==> src/rtl/dcr_pkg.sv <==
// Package: register map, field layout, reset values and state types of the DPLL config bank
package dcr_pkg;

  // ------------------------------------------------------------------
  // Register port geometry
  // ------------------------------------------------------------------
  localparam int ADDR_W = 16;  // Byte address width
  localparam int DATA_W = 8;   // Byte-wide register port
  localparam int TW_W = 48;    // Free-run tuning word width
  localparam int NUM_BYTES = 28;  // Bytes 0x0300..0x031b
  localparam int IMG_W = NUM_BYTES * DATA_W;
  localparam int IDX_W = 5;    // Byte index inside the bank

  // ------------------------------------------------------------------
  // Register offsets (byte addresses)
  // ------------------------------------------------------------------
  localparam logic [ADDR_W-1:0] BANK_BASE = 16'h0300;
  localparam logic [ADDR_W-1:0] FREERUN_TUNING_WORD = 16'h0300;  // Six bytes, LSB first
  localparam logic [ADDR_W-1:0] TUNING_WORD_APPLY = 16'h0306;
  localparam logic [ADDR_W-1:0] PULLIN_LOWER_LIMIT = 16'h0307;
  localparam logic [ADDR_W-1:0] PULLIN_UPPER_LIMIT = 16'h030a;
  localparam logic [ADDR_W-1:0] OPEN_LOOP_PHASE_OFFSET = 16'h030d;
  localparam logic [ADDR_W-1:0] FIXED_LOCK_PHASE_OFFSET = 16'h030f;
  localparam logic [ADDR_W-1:0] PHASE_OFFSET_STEP_SIZE = 16'h0314;
  localparam logic [ADDR_W-1:0] PHASE_SLEW_RATE_LIMIT = 16'h0316;
  localparam logic [ADDR_W-1:0] HISTORY_ACCUM_TIMER = 16'h0318;
  localparam logic [ADDR_W-1:0] HOLDOVER_HISTORY_CONTROL = 16'h031b;

  // ------------------------------------------------------------------
  // Field positions and masks
  // ------------------------------------------------------------------
  localparam int APPLY_BIT = 0;       // Tuning word apply strobe
  localparam int FALLBACK_BIT = 4;    // Single-sample fallback select
  localparam int PERSIST_BIT = 3;     // Persistent history
  localparam logic [7:0] HIST_MODE_MASK = 8'h1f;  // Bits 7:5 unused

  // ------------------------------------------------------------------
  // Reset values
  // ------------------------------------------------------------------
  localparam logic [47:0] FTW_RST = 48'h0;        // 0 Hz free run
  localparam logic [23:0] PULL_LO_RST = 24'h0;
  localparam logic [23:0] PULL_HI_RST = 24'hffffff;  // Full synthesizer range
  localparam logic [15:0] OL_PHASE_RST = 16'h0;
  localparam logic [39:0] FIXED_OFS_RST = 40'h0;
  localparam logic [15:0] STEP_RST = 16'h03e8;    // 1000 ps = 1 ns
  localparam logic [15:0] SLEW_RST = 16'h0;       // Slew limiting off
  localparam logic [23:0] HIST_TIMER_RST = 24'h007530;  // 30000 ms
  localparam logic [7:0] HIST_MODE_RST = 8'h00;

  // ------------------------------------------------------------------
  // Register image, first member is the highest address
  // ------------------------------------------------------------------
  typedef struct packed {
    logic [7:0] hist_mode;
    logic [23:0] hist_timer;
    logic [15:0] slew;
    logic [15:0] step;
    logic [39:0] fixed_ofs;
    logic [15:0] ol_phase;
    logic [23:0] pull_hi;
    logic [23:0] pull_lo;
    logic [7:0] apply_pad;  // Strobe byte, never stored
    logic [47:0] ftw;
  } dcr_img_t;

  // Bank state
  typedef struct packed {
    dcr_img_t img;
    logic apply;
    logic [7:0] rdata;
  } dcr_bank_t;

  // Working tuning word state
  typedef struct packed {
    logic [47:0] working;
  } dcr_tw_t;

  // Holdover selection state
  typedef struct packed {
    logic [47:0] hold_tw;
    logic hist_clear;
  } dcr_hold_t;

endpackage

==> src/rtl/dcr_cfg_if.sv <==
// Interface: configuration signals between the register bank and its two helpers
interface dcr_cfg_if;
  import dcr_pkg::*;

  logic [TW_W-1:0] ftw;         // Free-run tuning word register
  logic apply;                  // One-cycle apply pulse
  logic [TW_W-1:0] working_tw;  // Working tuning word
  logic fallback_sel;           // 1: last loop word on missing history
  logic persistent;             // 1: keep history on reference switch

  modport regs (output ftw, output apply, output fallback_sel, output persistent,
    input working_tw);
  modport tw (input ftw, input apply, output working_tw);
  modport hold (input ftw, input fallback_sel, input persistent);
endinterface

==> src/rtl/dcr_tw_apply.sv <==
// Module: working tuning word register inside the tuning word processing logic
module dcr_tw_apply
  import dcr_pkg::*;
(
  input wire logic clock_i,
  input wire logic reset_i,
  input wire logic freerun_mode_i,
  dcr_cfg_if.tw cfg
);

  dcr_tw_t s_q;  // Registered state
  dcr_tw_t s_d;  // Next state

  // ------------------------------------------------------------------
  // Next-state logic
  // ------------------------------------------------------------------
  always_comb begin
    s_d = s_q;
    // In free run the word follows the register without a strobe
    if (cfg.apply || freerun_mode_i) begin
      s_d.working = cfg.ftw;
    end
  end

  // State register
  always_ff @(posedge clock_i) begin
    if (reset_i) begin
      s_q <= '{working: FTW_RST};
    end else begin
      s_q <= s_d;
    end
  end

  assign cfg.working_tw = s_q.working;

  AST_WORKING_UPDATE: assert property (@(posedge clock_i) disable iff (reset_i)
    cfg.apply |=> cfg.working_tw == $past(cfg.ftw))
    else $error("Working tuning word missed apply");

endmodule

==> src/rtl/dcr_holdover_sel.sv <==
// Module: holdover tuning word source and history clear on reference switch
module dcr_holdover_sel
  import dcr_pkg::*;
(
  input wire logic clock_i,
  input wire logic reset_i,
  input wire logic holdover_entry_i,
  input wire logic history_valid_i,
  input wire logic [TW_W-1:0] history_tw_i,
  input wire logic [TW_W-1:0] last_loop_tw_i,
  input wire logic ref_switch_i,
  output logic [TW_W-1:0] holdover_tw_o,
  output logic history_clear_o,
  dcr_cfg_if.hold cfg
);

  dcr_hold_t s_q;  // Registered state
  dcr_hold_t s_d;  // Next state

  // ------------------------------------------------------------------
  // Next-state logic
  // ------------------------------------------------------------------
  always_comb begin
    s_d = s_q;
    // Word is captured once at holdover entry and held until the next
    if (holdover_entry_i) begin
      if (history_valid_i) begin
        s_d.hold_tw = history_tw_i;
      end else if (cfg.fallback_sel) begin
        s_d.hold_tw = last_loop_tw_i;
      end else begin
        s_d.hold_tw = cfg.ftw;
      end
    end
    s_d.hist_clear = ref_switch_i && !cfg.persistent;
  end

  // State register
  always_ff @(posedge clock_i) begin
    if (reset_i) begin
      s_q <= '{hold_tw: FTW_RST, hist_clear: 1'b0};
    end else begin
      s_q <= s_d;
    end
  end

  assign holdover_tw_o = s_q.hold_tw;
  assign history_clear_o = s_q.hist_clear;

  AST_HOLD_FALLBACK: assert property (@(posedge clock_i) disable iff (reset_i)
    (holdover_entry_i && !history_valid_i) |=>
      holdover_tw_o == ($past(cfg.fallback_sel) ? $past(last_loop_tw_i) : $past(cfg.ftw)))
    else $error("Holdover word from wrong source");

  AST_HIST_CLEAR: assert property (@(posedge clock_i) disable iff (reset_i)
    ref_switch_i |=> history_clear_o == !$past(cfg.persistent) ##1 !history_clear_o
      || $past(ref_switch_i))
    else $error("History clear does not follow persistent bit");

endmodule

==> src/rtl/dcr_config_regs.sv <==
// Module: DPLL configuration register bank with apply strobe and holdover controls
//
// Behaviour
// - 48-bit free-run word, six bytes, LSB lowest
// - Free-run word resets to zero
// - Apply bit copies word to working register
// - Apply bit clears itself after transfer
// - Pull-in limits 24-bit, reset zero and ones
// - 16-bit open-loop phase offset, reset zero
// - 40-bit fixed lock offset, reset zero
// - 16-bit step size resets to 1000
// - 16-bit slew limit, zero disables limiting
// - 24-bit history timer resets to 30000
// - Missing history uses free-run or loop word
// - Reference switch clears history unless persistent
// - Mode bits 2:0 hold incremental average
module dcr_config_regs
  import dcr_pkg::*;
(
  input wire logic clock_i,
  input wire logic reset_i,
  input wire logic [ADDR_W-1:0] addr_i,
  input wire logic [DATA_W-1:0] wdata_i,
  input wire logic wr_i,
  input wire logic rd_i,
  output logic [DATA_W-1:0] rdata_o,
  input wire logic freerun_mode_i,
  input wire logic holdover_entry_i,
  input wire logic history_valid_i,
  input wire logic [TW_W-1:0] history_tw_i,
  input wire logic [TW_W-1:0] last_loop_tw_i,
  input wire logic ref_switch_i,
  output logic [TW_W-1:0] freerun_tw_o,
  output logic [TW_W-1:0] working_tw_o,
  output logic tw_applied_o,
  output logic [23:0] pullin_lower_o,
  output logic [23:0] pullin_upper_o,
  output logic [15:0] open_loop_phase_o,
  output logic [39:0] fixed_lock_offset_o,
  output logic [15:0] step_size_o,
  output logic [15:0] slew_limit_o,
  output logic slew_limit_en_o,
  output logic [23:0] history_timer_o,
  output logic single_sample_fallback_o,
  output logic persistent_history_o,
  output logic [2:0] incremental_avg_o,
  output logic [TW_W-1:0] holdover_tw_o,
  output logic history_clear_o
);

  // ------------------------------------------------------------------
  // State and decode
  // ------------------------------------------------------------------
  dcr_bank_t s_q;  // Registered bank state
  dcr_bank_t s_d;  // Next bank state
  dcr_cfg_if cfg ();  // Link to the two helpers

  logic in_bank;  // Address falls inside 0x0300..0x031b
  logic [IDX_W-1:0] idx;  // Byte index within the bank
  logic [ADDR_W-1:0] offset;  // Address minus bank base

  // Reset image, kept as one constant so reset and checks agree
  localparam dcr_img_t IMG_RST = '{
    hist_mode: HIST_MODE_RST,
    hist_timer: HIST_TIMER_RST,
    slew: SLEW_RST,
    step: STEP_RST,
    fixed_ofs: FIXED_OFS_RST,
    ol_phase: OL_PHASE_RST,
    pull_hi: PULL_HI_RST,
    pull_lo: PULL_LO_RST,
    apply_pad: 8'h00,
    ftw: FTW_RST
  };

  // Byte index of the two special bytes
  localparam logic [ADDR_W-1:0] APPLY_OFS = TUNING_WORD_APPLY - BANK_BASE;
  localparam logic [ADDR_W-1:0] MODE_OFS = HOLDOVER_HISTORY_CONTROL - BANK_BASE;

  // Address decode, shared by read and write
  always_comb begin
    offset = addr_i - BANK_BASE;
    in_bank = (addr_i >= BANK_BASE) && (addr_i <= HOLDOVER_HISTORY_CONTROL);
    idx = offset[IDX_W-1:0];
  end

  // ------------------------------------------------------------------
  // Next-state logic
  // ------------------------------------------------------------------
  // The bank is held as one flat byte image so every multi-byte field
  // lands LSB first at its lowest address without per-field decode.
  always_comb begin
    logic [IMG_W-1:0] flat;
    logic [7:0] wbyte;
    flat = s_q.img;
    wbyte = wdata_i;
    s_d = s_q;
    // Apply pulse lasts exactly one cycle
    s_d.apply = 1'b0;
    // Read data stand only in the cycle after the strobe
    s_d.rdata = 8'h00;
    if (wr_i && in_bank) begin
      if (offset == APPLY_OFS) begin
        // Strobe byte is not stored, so it never reads back as one
        s_d.apply = wdata_i[APPLY_BIT];
      end else begin
        if (offset == MODE_OFS) begin
          wbyte = wdata_i & HIST_MODE_MASK;
        end
        flat[idx*8 +: 8] = wbyte;
      end
    end
    s_d.img = flat;
    // Unmapped addresses and the strobe byte read as zero
    if (rd_i && in_bank) begin
      s_d.rdata = flat[idx*8 +: 8];
      if (wr_i) begin
        s_d.rdata = s_q.img[idx*8 +: 8];
      end
    end
    // A read in the same cycle as a write returns the old byte; pad byte is kept at zero
    s_d.img.apply_pad = 8'h00;
  end

  // ------------------------------------------------------------------
  // State register
  // ------------------------------------------------------------------
  always_ff @(posedge clock_i) begin
    if (reset_i) begin
      s_q <= '{img: IMG_RST, apply: 1'b0, rdata: 8'h00};
    end else begin
      s_q <= s_d;
    end
  end

  // ------------------------------------------------------------------
  // Outputs
  // ------------------------------------------------------------------
  assign rdata_o = s_q.rdata;
  assign freerun_tw_o = s_q.img.ftw;
  assign tw_applied_o = s_q.apply;
  assign pullin_lower_o = s_q.img.pull_lo;
  assign pullin_upper_o = s_q.img.pull_hi;
  assign open_loop_phase_o = s_q.img.ol_phase;
  assign fixed_lock_offset_o = s_q.img.fixed_ofs;
  assign step_size_o = s_q.img.step;
  assign slew_limit_o = s_q.img.slew;
  // A zero rate means the slew limiter is bypassed
  assign slew_limit_en_o = s_q.img.slew != 16'h0000;
  // Zero timer is a software fault and is passed through unchanged
  assign history_timer_o = s_q.img.hist_timer;
  assign single_sample_fallback_o = s_q.img.hist_mode[FALLBACK_BIT];
  assign persistent_history_o = s_q.img.hist_mode[PERSIST_BIT];
  assign incremental_avg_o = s_q.img.hist_mode[2:0];

  // Helper connections
  assign cfg.ftw = s_q.img.ftw;
  assign cfg.apply = s_q.apply;
  assign cfg.fallback_sel = s_q.img.hist_mode[FALLBACK_BIT];
  assign cfg.persistent = s_q.img.hist_mode[PERSIST_BIT];
  assign working_tw_o = cfg.working_tw;

  // ------------------------------------------------------------------
  // Helpers
  // ------------------------------------------------------------------
  // Working register inside the tuning word processing logic
  dcr_tw_apply u_tw_apply (
    .clock_i(clock_i),
    .reset_i(reset_i),
    .freerun_mode_i(freerun_mode_i),
    .cfg(cfg.tw)
  );

  // Holdover source selection and history clearing
  dcr_holdover_sel u_holdover_sel (
    .clock_i(clock_i),
    .reset_i(reset_i),
    .holdover_entry_i(holdover_entry_i),
    .history_valid_i(history_valid_i),
    .history_tw_i(history_tw_i),
    .last_loop_tw_i(last_loop_tw_i),
    .ref_switch_i(ref_switch_i),
    .holdover_tw_o(holdover_tw_o),
    .history_clear_o(history_clear_o),
    .cfg(cfg.hold)
  );

  // ------------------------------------------------------------------
  // Checks
  // ------------------------------------------------------------------
  AST_RESET_VALUES: assert property (@(posedge clock_i)
    $past(reset_i) && !reset_i |-> freerun_tw_o == FTW_RST && pullin_upper_o == PULL_HI_RST
      && step_size_o == STEP_RST && history_timer_o == HIST_TIMER_RST && !slew_limit_en_o)
    else $error("Bank did not come out of reset at its defaults");

  AST_FTW_TOP_BYTE: assert property (@(posedge clock_i) disable iff (reset_i)
    wr_i && addr_i == FREERUN_TUNING_WORD + 16'h0005 |=> freerun_tw_o[47:40] == $past(wdata_i))
    else $error("Top tuning word byte not stored");

  AST_APPLY_PULSE: assert property (@(posedge clock_i) disable iff (reset_i)
    wr_i && addr_i == TUNING_WORD_APPLY && wdata_i[APPLY_BIT] |=> tw_applied_o ##1
      (!tw_applied_o || $past(wr_i && addr_i == TUNING_WORD_APPLY)))
    else $error("Apply strobe not a single pulse");

  AST_APPLY_WORKING: assert property (@(posedge clock_i) disable iff (reset_i)
    wr_i && addr_i == TUNING_WORD_APPLY && wdata_i[APPLY_BIT] |=> ##1
      working_tw_o == $past(freerun_tw_o))
    else $error("Apply did not reach working register");

  AST_APPLY_READS_ZERO: assert property (@(posedge clock_i) disable iff (reset_i)
    rd_i && addr_i == TUNING_WORD_APPLY |=> rdata_o == 8'h00)
    else $error("Apply byte read back nonzero");

  AST_MODE_UNUSED: assert property (@(posedge clock_i) disable iff (reset_i)
    rd_i && addr_i == HOLDOVER_HISTORY_CONTROL |=> rdata_o[7:5] == 3'b000)
    else $error("Unused history mode bits read back");

  AST_UPPER_LIMIT_WRITE: assert property (@(posedge clock_i) disable iff (reset_i)
    wr_i && addr_i == PULLIN_UPPER_LIMIT + 16'h0002 |=>
      pullin_upper_o[23:16] == $past(wdata_i) && pullin_lower_o == $past(pullin_lower_o))
    else $error("Upper pull-in byte misplaced");

  AST_SLEW_DISABLE: assert property (@(posedge clock_i) disable iff (reset_i)
    wr_i && addr_i == PHASE_SLEW_RATE_LIMIT && slew_limit_o[15:8] == 8'h00 |=>
      slew_limit_en_o == ($past(wdata_i) != 8'h00))
    else $error("Slew enable does not follow rate");

  AST_AVG_FIELD: assert property (@(posedge clock_i) disable iff (reset_i)
    wr_i && addr_i == HOLDOVER_HISTORY_CONTROL |=> incremental_avg_o == $past(wdata_i[2:0])
      && persistent_history_o == $past(wdata_i[PERSIST_BIT]))
    else $error("History mode fields not stored");

  AST_READ_BACK: assert property (@(posedge clock_i) disable iff (reset_i)
    wr_i && addr_i == PHASE_OFFSET_STEP_SIZE ##1 rd_i && addr_i == PHASE_OFFSET_STEP_SIZE
      && !wr_i |=> rdata_o == $past(wdata_i, 2))
    else $error("Step size byte read back wrong");

  AST_UNMAPPED_READ: assert property (@(posedge clock_i) disable iff (reset_i)
    rd_i && (addr_i < BANK_BASE || addr_i > HOLDOVER_HISTORY_CONTROL) |=> rdata_o == 8'h00)
    else $error("Unmapped address read nonzero");

endmodule

==> config.mk <==
export PLATFORM = sky130hd
export DESIGN_NAME = dcr_config_regs
export DESIGN_NICKNAME = d
export VERILOG_FILES = /design/src/rtl/dcr_pkg.sv /design/src/rtl/dcr_cfg_if.sv /design/src/rtl/dcr_tw_apply.sv /design/src/rtl/dcr_holdover_sel.sv /design/src/rtl/dcr_config_regs.sv
export SDC_FILE = /design/constraint.sdc
export NUM_CORES = 1
export LEC_CHECK = 0
export ABC_AREA = 1
export BUFFER_PORTS_ARGS = -buffer_cell sky130_fd_sc_hd__buf_2
export CAP_MARGIN = 10
export CORE_MARGIN = 1
export CORE_UTILIZATION = 45
export CTS_CLUSTER_SIZE = 40
export DETAILED_ROUTE_END_ITERATION = 10
export PLACE_DENSITY = 0.69
export SYNTH_ARGS = -nofsm -noshare
export SYNTH_HDL_FRONTEND = slang
export SYNTH_HIERARCHICAL = 1
export SYNTH_SLANG_ARGS = --single-unit
==> constraint.sdc <==
create_clock -name clock_i -period 5.5 [get_ports clock_i]
set_clock_uncertainty 0.15 [all_clocks]
set_input_delay 1.375 -clock clock_i [delete_from_list [all_inputs] [get_ports clock_i]]
set_output_delay 1.375 -clock clock_i [all_outputs]
set_load 0.1 [all_outputs]
==> metrics.cfg <==
[outcome]
status=complete, no violations

[global_route]
grt_use_met2=0.593
grt_use_total=0.371
met3_usage=0.0597
use_met1=0.485
grt-ovfl-total=0
grt_pass1_wl_um=111000
grt.busiest_layer=met2
grt_antenna_before_repair=2
grt_max_degree=130
grt_pass1_vias=17134

[setup_path]
cp.required_ns=5.77
crit_fanout=17
endpoint=fixed_lock_offset_o[23]$_SDFF_PP0_
crit_path_end_kind=register
crit_path_top_delay_cell=nor2_4
worst-path-stages=13
cp_top_family=simple AND/OR/NAND/NOR gates
crit_type=in2reg
r2r_slack_ns=3.33
cp_slowest_stage_delay_ns=0.55
worstSetupStartpoint=addr_i[2]
worstPathCellList=buf_2 > nor2_4 > inv_1 > nor2_1 > ha_1 > inv_1 > nand2_1 > nor2_2 > nand3_4 > nor2_2 > inv_1 > nor2_1 > nor3_1
worst-path-buf-inv=4
cp_common_cell=inv_1
worstReg2RegEnd=u_holdover_sel/holdover_tw_o[26]$_SDFFE_PP0P_
reg2reg_depth=5
arrival_ns=4.36
start_kind=input port

[clock_tree]
cts.clk_slew.worst_paths_ns=0.06
cts_hold_buf=0
root_buffer=clkbuf_16
cts_tree=yes
cts.repair.resized=0
clk_path_buf_depth=3
htree_levels=2
cts_setup_buffers=0
cts_buffers=37
clock_sinks=322
clk_latency_ns=0.57

[run]
maxCapViolCount=0

[sta]
fmaxAchievable_mhz=245
hold_viol_final=0
slew_violations=0
setup_violations=0
rsz0062_at_grt=false
setup_tns_ns=0
relSlewSlack=0.305
final.setup.worst_slack_ns=1.41
finalCritPeriodShare=0.743
min_period_ns=4.09
tightest_slew_ns=1.03

[synthesis]
synth_edf_count=0
synth_ff_type=dfxtp_1
synth_nets=2809
synth.distinct_cells=46
synth_seq_area_share=0.365
synth.area.top_cells=dfxtp_1, nand2_1, buf_4
ys_seq_elements=322
async_reset_ff_frac=0
yosys_warnings=6
syn_inst=2677
synth_top_cell_area_share=0.365
yosysMostFrequentCell=nand2_1
synth_area_um2=17700
ys_top_cells_by_count=nand2_1, dfxtp_1, nor2_1
yosysTopAreaCell=dfxtp_1
synth_area_per_cell_um2=6.60

[finish]
fill_cells=4024
register_area_um2=6450
final_cell_area_um2=19700
nets=2960
area_delta_synth_final_pct=11.3
final_util=0.509
drive_above_1_share=0.216
fin_cells=3375
multi_input_area_um2=7940

[floorplan]
pin_count=448
coreArea_um2=38600
die_height_um=200
dieArea_um2=40100
rows=72
die_x_um=200
initial_core_util=0.457

[power_and_ir_drop]
leakagePower_uw=0.00917
power_density_nw_per_um2=295
ir_drop_v=0.000278

[worst_hold_path]
hold_path_class=reg2reg
min_from=open_loop_phase_o[4]$_SDFF_PP0_

[routing]
drt_iter0_drc=1929
drt_pass1_iterations=6
ant_nets=0
vias=18545
routedWlPerCell_um=22.8
drt-total-wl_um=77100
post-route-drc-count=0
via_per_inst=5.49

[placed_design]
place_congestion=1.03
dp_hpwl_um=58300
placedCellCount=3307
preCtsSetupSlack_ns=0.954
port_buffers=447
placed_area_um2=18400

## cell type report
cell class                 count  share of cell area
tap                          518              0.0329
inverter                     257              0.0490
sequential                   322               0.328
clock buffer                  47              0.0515
timing repair buffer         469               0.123
clock inverter                19              0.0116
antenna                        2            0.000254
multi-input combinational   1741               0.404
## how the worst min path moves through the flow
stage / endpoint / slack, ns / cells past startpoint
global route: pullin_lower_o[20]$_SDFF_PP0_ / 0.35 / 2
detailed placement: register / 0.32 / 2
global placement: pullin_lower_o[12]$_SDFF_PP0_ / 0.32 / 2
CTS: pullin_lower_o[12]$_SDFF_PP0_ / 0.33 / 2
floorplan: fixed_lock_offset_o[39]$_SDFF_PP0_ / 0.28 / 2
finish: open_loop_phase_o[4]$_SDFF_PP0_ / 0.33 / 2
## per-layer routing
layer	vias up	wire length [um]	share of wire
met3	174	6640	0.086
met5	-	0	0
met1	8694	31600	0.41
li1	8607	-	-
met2	1070	35000	0.45
met4	0	3830	0.050
## state kept, by name, summed over array words and instances, names as in the netlist, 24 cells and up, named ones only
| name | count |
|---|---|
| freerun_tw_o | 48 |
| pullin_lower_o | 24 |
| u_tw_apply/cfg.working_tw | 48 |
| pullin_upper_o | 24 |
| fixed_lock_offset_o | 40 |
| u_holdover_sel/holdover_tw_o | 48 |
## cell families after synthesis
kind of cell | count (synthesis) | share of synthesized area
mux | 3 | 0.00170
fa+ha+maj | 4 | 0.00283
simple gates | 1310 | 0.317
compound gates | 424 | 0.128
flops | 322 | 0.365
buf+inv | 614 | 0.186
## through the flow
step / total power (uW) / hold slack [ns]
floorplan: 3030 / 0.285
global placement: 3270 / 0.318
global route: 5950 / 0.346
detailed placement: 3270 / 0.318
CTS: 5800 / 0.328
finish: 5800 / 0.330
## layout by cell type, fill, tap and decap left out, drive strengths merged
master / synthesis / layout
o211a: 1 / 1
diode: 0 / 2
nand4: 14 / 14
a41oi: 3 / 3
nand2: 693 / 693
nor2: 311 / 311
nor4: 6 / 6
o211ai: 17 / 17
o21ai: 142 / 142
a31oi: 2 / 2
buf: 292 / 469
bufinv: 0 / 4
a211o: 2 / 2
ha: 4 / 4
mux2i: 3 / 3
or2: 11 / 11
inv: 254 / 255
a211oi: 9 / 9
nand3: 248 / 248
clkinvlp: 0 / 3
a311oi: 1 / 1
nand3b: 1 / 1
o22ai: 1 / 1
nor3: 26 / 26
dfxtp: 322 / 322
clkbuf: 65 / 47
o221ai: 2 / 2
a21boi: 1 / 1
clkinv: 3 / 14
a21oi: 243 / 243
## where the power goes
| part | switching [uW] | total [uW] | internal [uW] |
|---|---|---|---|
| logic | 695 | 848 | 153 |
| clock network | 1060 | 2560 | 1500 |
| registers | 19.3 | 2390 | 2370 |
## tightest hold or removal path, delay by kind of cell (launching register included)
family	cells	cell delay, ns
DFF	1	0.32
AOI/OAI and AO/OA	1	0.05
and+or+nand+nor	1	0.06
Power figures use the tool's default switching activity.
